===== src/hdl/enc_fault_pkg.sv =====
// constants for the encoder link fault monitor
// assumes a single 125 MHz drive clock and a 32-bit wishbone register bus
package enc_fault_pkg;

	// ------------------------------------------------------------
	// clock and timing
	// ------------------------------------------------------------
	localparam int CLK_MHZ = 125;
	localparam int START_TMO_MS = 50;
	localparam int START_TMO_CYC = START_TMO_MS * 1000 * CLK_MHZ;
	localparam int XFER_TMO_US = 100;
	localparam int XFER_TMO_CYC = XFER_TMO_US * CLK_MHZ;
	localparam int MONO_US = 20;
	localparam int MONO_CYC = MONO_US * CLK_MHZ;
	localparam int TMR_W = 23;

	// ------------------------------------------------------------
	// frame checking
	// ------------------------------------------------------------
	localparam int MAX_FRAME_BITS = 64;
	localparam int CNT_W = 7;
	localparam int CRC_W = 5;
	localparam logic [4:0] CRC_POLY = 5'h0B;

	// ------------------------------------------------------------
	// serial error word bit positions
	// ------------------------------------------------------------
	localparam int SE_ALARM = 0;
	localparam int SE_IDLE_LVL = 1;
	localparam int SE_NO_START = 2;
	localparam int SE_CRC = 3;
	localparam int SE_ACK = 4;
	localparam int SE_MODE = 5;
	localparam int SE_TMO_CYC = 6;
	localparam int SE_TMO_REG = 7;
	localparam int SE_TOO_LONG = 8;
	localparam int SE_OVERFLOW = 9;
	localparam int SE_REREAD = 10;
	localparam int SE_PARITY = 11;
	localparam int SE_MONO_LVL = 12;
	localparam int SE_LINE = 13;
	localparam int SE_REG_COMM = 14;
	localparam int SE_INTERNAL = 15;

	// ------------------------------------------------------------
	// amplitude scaling and thresholds
	// ------------------------------------------------------------
	localparam int STD_FULL_MV = 500;
	localparam int STD_FULL_CODE = 32'h0000_5333;
	localparam int RES_FULL_MV = 2900;
	localparam int RES_FULL_CODE = 32'h0000_6666;
	localparam int LOW_MV = 170;
	localparam int LOW_HF_MV = 120;
	localparam int RES_LOW_MV = 1070;
	localparam int RECT_MV = 130;
	localparam logic [15:0] LOW_CODE =
		16'(LOW_MV * STD_FULL_CODE / STD_FULL_MV);
	localparam logic [15:0] LOW_HF_CODE =
		16'(LOW_HF_MV * STD_FULL_CODE / STD_FULL_MV);
	localparam logic [15:0] RES_LOW_CODE =
		16'(RES_LOW_MV * RES_FULL_CODE / RES_FULL_MV);
	localparam logic [15:0] RECT_CODE =
		16'(RECT_MV * STD_FULL_CODE / STD_FULL_MV);
	localparam logic [32:0] LOW_SQ = 33'(LOW_CODE) * 33'(LOW_CODE);
	localparam logic [32:0] LOW_HF_SQ = 33'(LOW_HF_CODE) * 33'(LOW_HF_CODE);
	localparam logic [32:0] RES_LOW_SQ =
		33'(RES_LOW_CODE) * 33'(RES_LOW_CODE);

	// ------------------------------------------------------------
	// register map
	// ------------------------------------------------------------
	localparam logic [7:0] OFS_CTRL = 8'h00;
	localparam logic [7:0] OFS_SER_ERR = 8'h04;
	localparam logic [7:0] OFS_ENC_VALUE = 8'h08;
	localparam logic [7:0] OFS_AMP_LOW = 8'h0C;
	localparam logic [7:0] OFS_AMP_RECT = 8'h10;
	localparam logic [7:0] OFS_FAULTS = 8'h14;
	localparam int CTRL_DETAIL = 0;
	localparam int CTRL_RESOLVER = 1;
	localparam int CTRL_PI_ACK = 2;
	localparam int CTRL_INST_ACK = 3;
	localparam logic [1:0] CTRL_RESET = 2'h0;
	localparam logic [31:0] ENC_OPAQUE_VALUE = 32'h0000_0001;

	typedef enum logic [1:0] {
		ST_IDLE,
		ST_WAIT_START,
		ST_IN_FRAME,
		ST_MONOFLOP
	} link_state_t;

endpackage : enc_fault_pkg


===== src/hdl/encoder_link_fault_monitor.sv =====
// fault detection and fault words for the serial position encoder channel
// assumes synchronous link strobes from the receiver, classic wishbone
//
// The address map and the Wishbone register port were chosen for this implementation.
`timescale 1ns/100ps
module encoder_link_fault_monitor #(
	parameter int unsigned START_TMO_CYCLES = enc_fault_pkg::START_TMO_CYC,
	parameter int unsigned XFER_TMO_CYCLES = enc_fault_pkg::XFER_TMO_CYC
) (
	// clock and reset
	input wire logic REF_CLK,
	input wire logic RST,
	// wishbone slave
	input wire logic [7:0] ADR_I,
	input wire logic [31:0] DAT_I,
	output logic [31:0] DAT_O,
	input wire logic WE_I,
	input wire logic [3:0] SEL_I,
	input wire logic STB_I,
	input wire logic CYC_I,
	output logic ACK_O,
	// link receiver
	input wire logic REQ_SENT,
	input wire logic REQ_IS_REG,
	input wire logic DATA_LINE,
	input wire logic RX_BIT_VALID,
	input wire logic RX_BIT,
	input wire logic FRAME_END,
	input wire logic FRAME_ALARM,
	input wire logic FRAME_ERR_BIT,
	// link events
	input wire logic ACK_ERR,
	input wire logic MODE_ERR,
	input wire logic OVERFLOW,
	input wire logic REREAD_MISMATCH,
	input wire logic PARITY_ERR,
	input wire logic LINE_ERR,
	input wire logic REG_COMM_ERR,
	input wire logic INTERNAL_ERR,
	// encoder error word
	input wire logic [15:0] ENC_CAUSE,
	input wire logic [15:0] ENC_SUPP,
	// track amplitudes
	input wire logic AMP_VALID,
	input wire logic signed [15:0] AMP_A,
	input wire logic signed [15:0] AMP_B,
	input wire logic HIGH_FREQ,
	// drive side
	input wire logic PULSE_INHIBIT,
	output logic SER_FAULT,
	output logic ENC_FAULT,
	output logic AMP_LOW_FAULT,
	output logic AMP_RECT_FAULT,
	output logic RAMP_STOP_REACTION
);
	enc_fault_pkg::link_state_t state_q;
	logic [enc_fault_pkg::TMR_W-1:0] tmr_q;
	logic [1:0] ctrl_q;
	logic [15:0] ser_err_q, ser_err_d, ser_set;
	logic [31:0] enc_val_q, amp_low_val_q, amp_rect_val_q, sq_a, sq_b;
	logic [32:0] mag_sq, thr_sq;
	logic [16:0] abs_a, abs_b;
	logic req_reg_q, enc_fault_q, amp_low_q, amp_rect_q;
	logic wb_req, wr_ctrl, pi_ack, inst_ack, crc_bad, too_long;
	logic in_frame, start_seen, frame_done, start_tmo, xfer_tmo, mono_done;
	logic enc_hit, amp_low_hit, rect_hit;

	// ------------------------------------------------------------
	// wishbone access
	// ------------------------------------------------------------
	assign wb_req = CYC_I && STB_I && !ACK_O;
	assign wr_ctrl = wb_req && WE_I && SEL_I[0] &&
		ADR_I == enc_fault_pkg::OFS_CTRL;
	assign pi_ack = wr_ctrl && DAT_I[enc_fault_pkg::CTRL_PI_ACK] &&
		PULSE_INHIBIT;
	assign inst_ack = wr_ctrl && DAT_I[enc_fault_pkg::CTRL_INST_ACK];

	always_ff @(posedge REF_CLK) begin
		if (RST) begin
			ACK_O <= 1'b0;
		end else begin
			ACK_O <= wb_req;
		end
	end

	always_ff @(posedge REF_CLK) begin
		if (RST) begin
			ctrl_q <= enc_fault_pkg::CTRL_RESET;
		end else if (wr_ctrl) begin
			ctrl_q <= DAT_I[1:0];
		end
	end

	always_ff @(posedge REF_CLK) begin
		if (RST) begin
			DAT_O <= 32'h0000_0000;
		end else if (wb_req && !WE_I) begin
			case (ADR_I)
				enc_fault_pkg::OFS_CTRL: DAT_O <= {30'h0000_0000, ctrl_q};
				enc_fault_pkg::OFS_SER_ERR: DAT_O <= {16'h0000, ser_err_q};
				enc_fault_pkg::OFS_ENC_VALUE: DAT_O <= enc_val_q;
				enc_fault_pkg::OFS_AMP_LOW: DAT_O <= amp_low_val_q;
				enc_fault_pkg::OFS_AMP_RECT: DAT_O <= amp_rect_val_q;
				enc_fault_pkg::OFS_FAULTS: DAT_O <= {28'h000_0000, amp_rect_q,
					amp_low_q, enc_fault_q, SER_FAULT};
				default: DAT_O <= 32'h0000_0000;
			endcase
		end else begin
			DAT_O <= 32'h0000_0000;
		end
	end

	// ------------------------------------------------------------
	// link transfer supervision
	// ------------------------------------------------------------
	assign in_frame = state_q == enc_fault_pkg::ST_IN_FRAME;
	assign start_seen = state_q == enc_fault_pkg::ST_WAIT_START &&
		RX_BIT_VALID && RX_BIT;
	assign frame_done = in_frame && FRAME_END;
	assign start_tmo = state_q == enc_fault_pkg::ST_WAIT_START &&
		!start_seen && tmr_q == enc_fault_pkg::TMR_W'(START_TMO_CYCLES - 1);
	assign xfer_tmo = in_frame && !FRAME_END &&
		tmr_q == enc_fault_pkg::TMR_W'(XFER_TMO_CYCLES - 1);
	assign mono_done = state_q == enc_fault_pkg::ST_MONOFLOP &&
		tmr_q == enc_fault_pkg::TMR_W'(enc_fault_pkg::MONO_CYC - 1);

	always_ff @(posedge REF_CLK) begin
		if (RST) begin
			state_q <= enc_fault_pkg::ST_IDLE;
		end else begin
			case (state_q)
				enc_fault_pkg::ST_IDLE: begin
					if (REQ_SENT) begin
						state_q <= enc_fault_pkg::ST_WAIT_START;
					end
				end
				enc_fault_pkg::ST_WAIT_START: begin
					if (start_seen) begin
						state_q <= enc_fault_pkg::ST_IN_FRAME;
					end else if (start_tmo) begin
						state_q <= enc_fault_pkg::ST_IDLE;
					end
				end
				enc_fault_pkg::ST_IN_FRAME: begin
					if (FRAME_END) begin
						state_q <= enc_fault_pkg::ST_MONOFLOP;
					end else if (xfer_tmo) begin
						state_q <= enc_fault_pkg::ST_IDLE;
					end
				end
				enc_fault_pkg::ST_MONOFLOP: begin
					if (mono_done) begin
						state_q <= enc_fault_pkg::ST_IDLE;
					end
				end
				default: state_q <= enc_fault_pkg::ST_IDLE;
			endcase
		end
	end

	always_ff @(posedge REF_CLK) begin
		if (RST || state_q == enc_fault_pkg::ST_IDLE || start_seen ||
			frame_done) begin
			tmr_q <= '0;
		end else begin
			tmr_q <= tmr_q + 1'b1;
		end
	end

	always_ff @(posedge REF_CLK) begin
		if (RST) begin
			req_reg_q <= 1'b0;
		end else if (state_q == enc_fault_pkg::ST_IDLE && REQ_SENT) begin
			req_reg_q <= REQ_IS_REG;
		end
	end

	frame_checker u_checker (
		.clk(REF_CLK),
		.rst(RST),
		.clear(start_seen),
		.bit_valid(in_frame && RX_BIT_VALID),
		.bit_in(RX_BIT),
		.frame_end(frame_done),
		.crc_bad(crc_bad),
		.too_long(too_long)
	);

	// ------------------------------------------------------------
	// serial error word
	// ------------------------------------------------------------
	always_comb begin
		ser_set = 16'h0000;
		ser_set[enc_fault_pkg::SE_ALARM] = frame_done && FRAME_ALARM;
		ser_set[enc_fault_pkg::SE_IDLE_LVL] =
			state_q == enc_fault_pkg::ST_IDLE && !DATA_LINE;
		ser_set[enc_fault_pkg::SE_NO_START] = start_tmo;
		ser_set[enc_fault_pkg::SE_CRC] = crc_bad;
		ser_set[enc_fault_pkg::SE_ACK] = ACK_ERR;
		ser_set[enc_fault_pkg::SE_MODE] = MODE_ERR;
		ser_set[enc_fault_pkg::SE_TMO_CYC] = xfer_tmo && !req_reg_q;
		ser_set[enc_fault_pkg::SE_TMO_REG] = xfer_tmo && req_reg_q;
		ser_set[enc_fault_pkg::SE_TOO_LONG] = too_long;
		ser_set[enc_fault_pkg::SE_OVERFLOW] = OVERFLOW;
		ser_set[enc_fault_pkg::SE_REREAD] = REREAD_MISMATCH;
		ser_set[enc_fault_pkg::SE_PARITY] = PARITY_ERR;
		ser_set[enc_fault_pkg::SE_MONO_LVL] =
			state_q == enc_fault_pkg::ST_MONOFLOP && DATA_LINE;
		ser_set[enc_fault_pkg::SE_LINE] = LINE_ERR;
		ser_set[enc_fault_pkg::SE_REG_COMM] = REG_COMM_ERR;
		ser_set[enc_fault_pkg::SE_INTERNAL] = INTERNAL_ERR;
	end

	assign ser_err_d = (pi_ack ? 16'h0000 : ser_err_q) | ser_set;

	always_ff @(posedge REF_CLK) begin
		if (RST) begin
			ser_err_q <= 16'h0000;
			SER_FAULT <= 1'b0;
		end else begin
			ser_err_q <= ser_err_d;
			SER_FAULT <= ser_err_d != 16'h0000;
		end
	end

	// ------------------------------------------------------------
	// encoder internal error
	// ------------------------------------------------------------
	assign enc_hit = frame_done && FRAME_ERR_BIT;

	always_ff @(posedge REF_CLK) begin
		if (RST) begin
			enc_fault_q <= 1'b0;
			enc_val_q <= 32'h0000_0000;
		end else if (enc_hit && !enc_fault_q) begin
			enc_fault_q <= 1'b1;
			enc_val_q <= ctrl_q[enc_fault_pkg::CTRL_DETAIL] ?
				{ENC_SUPP, ENC_CAUSE} : enc_fault_pkg::ENC_OPAQUE_VALUE;
		end else if (pi_ack && !enc_hit) begin
			enc_fault_q <= 1'b0;
			enc_val_q <= 32'h0000_0000;
		end
	end

	// ------------------------------------------------------------
	// track amplitude monitor
	// ------------------------------------------------------------
	assign sq_a = 32'(AMP_A) * 32'(AMP_A);
	assign sq_b = 32'(AMP_B) * 32'(AMP_B);
	assign mag_sq = {1'b0, sq_a} + {1'b0, sq_b};
	assign thr_sq = ctrl_q[enc_fault_pkg::CTRL_RESOLVER] ?
		enc_fault_pkg::RES_LOW_SQ :
		(HIGH_FREQ ? enc_fault_pkg::LOW_HF_SQ : enc_fault_pkg::LOW_SQ);
	assign amp_low_hit = AMP_VALID && mag_sq < thr_sq;
	assign abs_a = AMP_A[15] ? 17'h0_0000 - {1'b1, AMP_A} : {1'b0, AMP_A};
	assign abs_b = AMP_B[15] ? 17'h0_0000 - {1'b1, AMP_B} : {1'b0, AMP_B};
	assign rect_hit = AMP_VALID && abs_a < {1'b0, enc_fault_pkg::RECT_CODE} &&
		abs_b < {1'b0, enc_fault_pkg::RECT_CODE};

	// pack track b high, a low
	// value is the sample that tripped
	always_ff @(posedge REF_CLK) begin
		if (RST) begin
			amp_low_q <= 1'b0;
			amp_low_val_q <= 32'h0000_0000;
		end else if (amp_low_hit && !amp_low_q) begin
			amp_low_q <= 1'b1;
			amp_low_val_q <= {AMP_B, AMP_A};
		end else if (pi_ack && !amp_low_hit) begin
			amp_low_q <= 1'b0;
			amp_low_val_q <= 32'h0000_0000;
		end
	end

	always_ff @(posedge REF_CLK) begin
		if (RST) begin
			amp_rect_q <= 1'b0;
			amp_rect_val_q <= 32'h0000_0000;
		end else if (rect_hit && !amp_rect_q) begin
			amp_rect_q <= 1'b1;
			amp_rect_val_q <= {AMP_B, AMP_A};
		end else if (inst_ack && !rect_hit) begin
			amp_rect_q <= 1'b0;
			amp_rect_val_q <= 32'h0000_0000;
		end
	end

	// ------------------------------------------------------------
	// fault outputs
	// ------------------------------------------------------------
	always_ff @(posedge REF_CLK) begin
		if (RST) begin
			ENC_FAULT <= 1'b0;
			AMP_LOW_FAULT <= 1'b0;
			AMP_RECT_FAULT <= 1'b0;
			RAMP_STOP_REACTION <= 1'b0;
		end else begin
			ENC_FAULT <= enc_fault_q;
			AMP_LOW_FAULT <= amp_low_q;
			AMP_RECT_FAULT <= amp_rect_q;
			RAMP_STOP_REACTION <= SER_FAULT || enc_fault_q || amp_low_q ||
				amp_rect_q;
		end
	end

	// ------------------------------------------------------------
	// checks
	// ------------------------------------------------------------
	a_wb_ack_pulse: assert property (@(posedge REF_CLK) disable iff (RST)
		ACK_O |=> !ACK_O)
		else $error("ack held longer than one cycle");
	a_ramp_stop_fault: assert property (@(posedge REF_CLK)
		disable iff (RST) SER_FAULT |=> RAMP_STOP_REACTION)
		else $error("serial fault without ramp stop");
	a_fault_clear_ack: assert property (@(posedge REF_CLK)
		disable iff (RST) $fell(SER_FAULT) |-> $past(pi_ack))
		else $error("serial fault cleared without pulse inhibit ack");
	a_idle_level_flag: assert property (@(posedge REF_CLK)
		disable iff (RST) (state_q == enc_fault_pkg::ST_IDLE && !DATA_LINE)
		|=> ser_err_q[enc_fault_pkg::SE_IDLE_LVL])
		else $error("idle level error not flagged");
	a_start_timeout: assert property (@(posedge REF_CLK)
		disable iff (RST) start_tmo |=> ser_err_q[enc_fault_pkg::SE_NO_START] &&
		state_q == enc_fault_pkg::ST_IDLE)
		else $error("start bit timeout not flagged");
	a_crc_flag: assert property (@(posedge REF_CLK) disable iff (RST)
		frame_done ##1 crc_bad |=> ser_err_q[enc_fault_pkg::SE_CRC])
		else $error("crc mismatch not flagged");
	a_length_flag: assert property (@(posedge REF_CLK) disable iff (RST)
		too_long |=> ser_err_q[enc_fault_pkg::SE_TOO_LONG] && SER_FAULT)
		else $error("overlong frame not flagged");
	a_latch_hold: assert property (@(posedge REF_CLK) disable iff (RST)
		(ser_err_q[enc_fault_pkg::SE_ALARM] && !pi_ack)
		|=> ser_err_q[enc_fault_pkg::SE_ALARM])
		else $error("latched error bit lost without ack");
	a_amp_packing: assert property (@(posedge REF_CLK) disable iff (RST)
		(amp_low_hit && !amp_low_q)
		|=> amp_low_val_q == {$past(AMP_B), $past(AMP_A)} ##1 AMP_LOW_FAULT)
		else $error("amplitude value packed wrongly");
	a_rect_inst_ack: assert property (@(posedge REF_CLK)
		disable iff (RST)
		(inst_ack && !rect_hit) |=> !amp_rect_q ##1 !AMP_RECT_FAULT)
		else $error("rectified fault not cleared by instant ack");

endmodule : encoder_link_fault_monitor


===== src/hdl/frame_checker.sv =====
// bit counter and crc residue check for one received encoder frame
// assumes bits arrive msb first with the crc as the last bits
`timescale 1ns/100ps
module frame_checker (
	// clock and reset
	input wire logic clk,
	input wire logic rst,
	// frame bits
	input wire logic clear,
	input wire logic bit_valid,
	input wire logic bit_in,
	input wire logic frame_end,
	// results
	output logic crc_bad,
	output logic too_long
);
	logic [4:0] crc_q;
	logic [enc_fault_pkg::CNT_W-1:0] cnt_q;
	logic long_seen_q;
	logic fb;

	assign fb = crc_q[4] ^ bit_in;

	// ------------------------------------------------------------
	// crc residue
	// ------------------------------------------------------------
	// recompute checksum
	always_ff @(posedge clk) begin
		if (rst || clear) begin
			crc_q <= 5'h00;
		end else if (bit_valid) begin
			crc_q <= {crc_q[3:0], 1'b0} ^ (fb ? enc_fault_pkg::CRC_POLY : 5'h00);
		end
	end

	// ------------------------------------------------------------
	// bit count
	// ------------------------------------------------------------
	// count frame bits
	always_ff @(posedge clk) begin
		if (rst || clear) begin
			cnt_q <= '0;
		end else if (bit_valid &&
			cnt_q != enc_fault_pkg::CNT_W'(enc_fault_pkg::MAX_FRAME_BITS)) begin
			cnt_q <= cnt_q + 1'b1;
		end
	end

	always_ff @(posedge clk) begin
		if (rst || clear) begin
			long_seen_q <= 1'b0;
			too_long <= 1'b0;
		end else begin
			too_long <= bit_valid && !long_seen_q &&
				cnt_q == enc_fault_pkg::CNT_W'(enc_fault_pkg::MAX_FRAME_BITS);
			if (too_long) begin
				long_seen_q <= 1'b1;
			end
		end
	end

	// residue or short frame is bad
	always_ff @(posedge clk) begin
		if (rst) begin
			crc_bad <= 1'b0;
		end else begin
			crc_bad <= frame_end && (crc_q != 5'h00 ||
				cnt_q <= enc_fault_pkg::CNT_W'(enc_fault_pkg::CRC_W));
		end
	end

endmodule : frame_checker


===== config.mk =====
export PLATFORM = sky130hd
export DESIGN_NAME = encoder_link_fault_monitor
export DESIGN_NICKNAME = d
export VERILOG_FILES = /design/src/hdl/enc_fault_pkg.sv /design/src/hdl/encoder_link_fault_monitor.sv /design/src/hdl/frame_checker.sv
export SDC_FILE = /design/constraint.sdc
export NUM_CORES = 2
export LEC_CHECK = 0
export BUFFER_PORTS_ARGS = -buffer_cell sky130_fd_sc_hd__buf_2
export CAP_MARGIN = 20
export CORE_MARGIN = 1.5
export CORE_UTILIZATION = 30
export DETAILED_ROUTE_END_ITERATION = 6
export PLACE_DENSITY_LB_ADDON = 0.08
export SETUP_SLACK_MARGIN = 0.02
export SYNTH_ARGS = -nofsm -noshare
export SYNTH_HDL_FRONTEND = slang
export SYNTH_SLANG_ARGS = --single-unit

===== constraint.sdc =====
create_clock -name REF_CLK -period 29.3 [get_ports REF_CLK]
set_input_delay 2.93 -clock REF_CLK [delete_from_list [all_inputs] [get_ports REF_CLK]]
set_output_delay 2.93 -clock REF_CLK [all_outputs]
set_load 0.005 [all_outputs]

# Word level (Yosys, flattened, before mapping)

Cells that the tools add are included.

Bits in registers: 196
Bits of input ports: 132
Output and inout bits: 38
Logic and storage cells: 150

Add/subtract/negate cells: 5
Multiply operators: 2
$lt $le $gt $ge: 4
Equality and inequality tests: 17
Muxes and demuxes: 27
Bitwise operators: 4
Reductions and logical operators: 68

Operator list:

| operator                | count |
|---|---|
| $mux W32                | 7 |
| $pmux W32 S6            | 1 |
| $mul A16 B16 Y32        | 2 |
| $logic_and A1 B1 Y1     | 38 |
| $lt A17 B13 Y1 const B  | 2 |
| $mux W17                | 2 |
| $sub A1 B17 Y17 const A | 2 |
| $add A32 B32 Y33        | 1 |
| $lt A33 B27 Y1          | 1 |
| $mux W27                | 1 |
| $mux W26                | 1 |
| $add A23 B1 Y23 const B | 1 |
| $eq A23 B12 Y1 const B  | 1 |
| $eq A23 B14 Y1 const B  | 1 |
| $eq A23 B23 Y1 const B  | 1 |
| $eq A8 B4 Y1 const B    | 2 |
| $eq A8 B5 Y1 const B    | 2 |
| $mux W16                | 1 |
| $or A16 B16 Y16         | 1 |
| $reduce_bool A16 Y1     | 1 |
| $logic_not A1 Y1        | 13 |
| $mux W2                 | 6 |
| $eq A8 B3 Y1 const B    | 1 |
| $logic_not A8 Y1        | 1 |
| 21 further kinds        | 37 |

# Logic depth before layout (Yosys ltp)

Depth in word-level cells: 10
Gate-level depth with buffers: 47
Depth with buffers taken out: 43

# Modules after synthesis

From an unflattened synthesis, not the netlist that was laid out.

Cells, all modules: 3,222
Area total of the unflattened synthesis: 28,288.4 sq um

By module, submodules not included:

| module                     | instances | cells an instance | area an instance (sq um) | sequential area each (sq um) |
|---|---|---|---|---|
| encoder_link_fault_monitor | 1         | 3,145             | 27,615.2                 | 3,623.5 |
| frame_checker              | 1         | 77                | 673.1                    | 300.3 |

# Least setup slack after synthesis

OpenSTA, ideal clock, no wires.

Kind: in2reg
Start: input AMP_A[4]
End: register amp_low_val_q[10]
Library setup time: 0.127 ns
Data arrival time: 12.365 ns
Data required time: 29.173 ns
Setup slack: 16.808 ns
Cell stages on the path: 44
Buffers on the path: 6
Cell sequence: clkbuf_1 -> clkbuf_1 -> clkbuf_1 -> nand2_1 -> inv_1 -> fa_1 -> inv_1 -> fa_1 -> fa_1 -> inv_1 -> fa_1 -> fa_1 -> inv_1 -> fa_1 -> inv_1 -> ha_1 -> nand4_1 -> a211oi_1 -> [... 8 more ...] -> clkbuf_1 -> a21oi_1 -> o21bai_1 -> a21oi_1 -> o21ai_1 -> a21oi_1 -> xnor2_1 -> ha_1 -> or4b_2 -> a221oi_1 -> o221ai_1 -> a221o_1 -> a41oi_1 -> and3_1 -> and2_1 -> buf_2 -> buf_2 -> o211ai_1

Longest elaborated chain between the ends: 7
Elaborated cells between the ends (all ways): 9
Those cells by class: 1 x add/sub; 1 x mul; 1 x order compare; 1 x mux; 5 x reduce/logical

RTL lines:

| item                                | line                              | source |
|---|---|---|
| start, declared                     | encoder_link_fault_monitor.sv:45  | `input wire logic signed [15:0] AMP_A,` |
| $mul A16 B16 Y32 (*)                | encoder_link_fault_monitor.sv:248 | `assign sq_a = 32'(AMP_A) * 32'(AMP_A);` |
| $add A32 B32 Y33 (*)                | encoder_link_fault_monitor.sv:250 | `assign mag_sq = {1'b0, sq_a} + {1'b0, sq_b};` |
| $lt A33 B27 Y1 (*)                  | encoder_link_fault_monitor.sv:254 | `assign amp_low_hit = AMP_VALID && mag_sq < thr_sq;` |
| $logic_and A1 B1 Y1 (*)             | encoder_link_fault_monitor.sv:254 |  |
| $logic_not A1 Y1                    | encoder_link_fault_monitor.sv:269 | `end else if (pi_ack && !amp_low_hit) begin` |
| $logic_and A1 B1 Y1                 | encoder_link_fault_monitor.sv:269 |  |
| $reduce_bool A2 Y1 (no source line) | n/a                               |  |
| end signal, assigned                | encoder_link_fault_monitor.sv:268 | `amp_low_val_q <= {AMP_B, AMP_A};` |
| end, declared                       | encoder_link_fault_monitor.sv:60  | `logic [31:0] enc_val_q, amp_low_val_q, amp_rect_val_q, sq_a, sq_b;` |

Every way passes the cells marked *; elsewhere a longest branch is shown, timed or not.
A chain may end at the register's enable or synchronous reset.

# Final worst setup path

Start: input AMP_A[1]
End: register amp_low_val_q[8]

Same word-level chain as after synthesis.

==> results.cfg <==
[run_status]
status = complete, no violations

[logic_synthesis]
ys_seq_area_share_pct = 13.5
ys_types = 81
yosys-top-cells-area = fa_1 (33%), dfxtp_1 (13%), ha_1 (10%)
syn_nets = 4232
yosysWarnings = 0
synthFlopType = dfxtp_1
netlist_instances = 3391
async_reset_ff_share_pct = 0
avgSynthCellArea_sq_um = 8.60
netlist_area_sq_um = 29200
synth_top_area_share_pct = 32.7
ys_seq_elements = 196
synth_edf_count = 0
yosysTopAreaCell = fa_1

[clock_network]
cts_buffers = 25
clkTransAtPathRegs_ns = 0.06
root_buffer = clkbuf_16
clock-sinks = 196
cts_setup_buffers = 0
postCtsHoldBufs = 0
cts.repair.resized = 0
insertion_delay_ns = 0.49
cts_tree = done
htree_levels = 4
clk_path_buf_depth = 3

[sta]
finalCriticalPeriod_ns = 13.91
rsz0062_at_grt = no
post-route-period-util_pct = 47.5
clock.fmax_ghz = 0.0719
hold_violations = 0
final_max_slew_viol_count = 0
tightest_slew_ns = 1.21
finalSetupViolations = 0
tns_ns = 0
finalClockSkew_ns = 0.0209
hold_slack_ns = 0.455
slew_headroom_pct = 18.7

[setup_path]
cp_slowest_stage_delay_ns = 0.73
end_kind = flip-flop
crit_slowest_cell = a2111oi_0
cpMostUsedCell = fa_1
cp.required_ns = 29.64
crit_type = input pin to flip-flop
crit_arrival_ns = 14.25
crit_fanout = 66
start_kind = input pin

[placement]
gp_congestion = 0.779
hpwl_um = 66200
port_buffers = 138

[cells_and_area]
nets = 4264
nFillCells = 10400
areaGrowthSynthToFinish_pct = 8.78
layout-drive-gt1-share_pct = 7.41

[detailed_routing]
drt_iter0_markers = 1094
vias_per_cell = 4.68
totalWireLength_um = 83900
wl_per_cell_um = 17.8
firstDrtPassIters = 5
vias = 22000
drc = 0
detail-route-antenna-nets = 0

[global_routing]
grt_pass1_vias = 23000
grt.total_usage_pct = 17.1
grt_max_degree = 98
antenna_found_initial = 2
grt.overflow.total = 0
grt_pass1_wl_um = 133000

[flow_run]
maxCapViolCount = 0

[floorplan]
dieArea_sq_um = 99100
start_util_pct = 30.2
die_w_um = 315
die-height_um = 315
io_pins = 170
core_area_sq_um = 96600
num_rows = 114

[min_path]
hp-class = flip-flop to flip-flop
-- cell families after synthesis --
logic type,Yosys count,synth area share (%)
AOI/OAI and AO/OA,449,10.5
buffers and inverters,868,11.4
muxes,39,1.47
adders and majority gates,709,42.7
and+or+nand+nor,992,16.4
xor gates and xnor gates,138,4.14
DFF,196,13.5
-- flip-flops by register name, indices dropped and copies added, names as in the netlist, 2 cells and up --
register,count
enc_val_q,32
amp_rect_val_q,32
u_checker.crc_q,5
state_q,2
DAT_O,32
u_checker.cnt_q,7
ser_err_q,16
amp_low_val_q,32
tmr_q,23
ctrl_q,2
-- final timing paths --
kind / from / to / slack (ns) / cells past startpoint
worst min register to register: u_checker.long_seen_q / u_checker.too_long / 0.46 / 1
worst max register to register: ctrl_q[1] / amp_low_val_q[8] / 24.96 / 15
worst max-delay path: AMP_A[1] / amp_low_val_q[8] / 15.39 / 36
worst min-delay path: u_checker.long_seen_q / u_checker.too_long / 0.46 / 1
-- worst max-delay path: cells and delay by family --
family                   cells  cell delay (ns)
buffers and inverters        6             2.12
XOR/XNOR                     2             0.42
AND/OR/NAND/NOR              7             2.18
adder cells (fa/ha/maj)      9             3.54
AO/OA/AOI/OAI               12             2.99
-- metrics by stage --
stage | setup WS (ns) | util (%) | instances | cell area, sq um
finish | 15.39 | 32.9 | 4705 | 31700
global route | 14.50 | 32.9 | 4703 | 31700
CTS | 15.39 | 32.8 | 4701 | 31700
detailed placement | 14.92 | 32.1 | 4670 | 31000
global placement | 14.85 | 32.1 | 4670 | 31000
floorplan | 16.81 | - | 3391 | 29200
-- cell type report --
| type | instances | area [sq um] | share of cell area, % |
|---|---|---|---|
| Clock inverter | 4 | 28.8 | 0.0907 |
| Sequential cell | 196 | 3930 | 12.4 |
| Clock buffer | 27 | 643 | 2.03 |
| Inverter | 711 | 2670 | 8.41 |
| Multi-Input combinational cell | 2327 | 22000 | 69.2 |
| Timing Repair Buffer | 162 | 893 | 2.82 |
| Antenna cell | 2 | 5.00 | 0.0158 |
| Tap cell | 1276 | 1600 | 5.03 |
-- synthesized netlist by cell type, drive strengths merged (7+ instances only) --
master,number
a211oi,10
a21o,30
a21oi,133
a22o,32
a22oi,71
a31oi,9
and2,71
and3,15
buf,28
clkbuf,129
clkinv,7
dfxtp,196
fa,476
ha,233
inv,704
mux2,31
mux2i,8
nand2,269
nand2b,26
nand3,107
nand3b,39
nand4,17
nor2,273
nor2b,18
nor3,66
nor3b,22
nor4,20
o211ai,38
o21a,13
o21ai,37
o21bai,11
or3,14
or4,15
xnor2,100
xor2,38
-- layer usage --
metal / GRT usage [%] / routed length, um / vias up
li1: - / - / 10800
met1: 25.3 / 42700 / 10900
met2: 28.1 / 39100 / 230
met3: 1.23 / 1410 / 42
met4: 1.63 / 648 / 0
met5: 0 / 0 / -
-- cells in the final DEF (no fill, tap or decap), types with 71 or more instances in the layout --
master | netlist | final
a21oi_1 | 132 | 131
a22oi_1 | 71 | 71
and2_1 | 71 | 71
buf_2 | 17 | 137
dfxtp_1 | 196 | 195
fa_1 | 476 | 476
ha_1 | 233 | 233
inv_1 | 702 | 702
nand2_1 | 269 | 269
nand3_1 | 107 | 106
nor2_1 | 272 | 271
xnor2_1 | 100 | 100
Power is not shown: default switching activity piles up to over one toggle a cycle in this logic, so the estimate is an artifact.
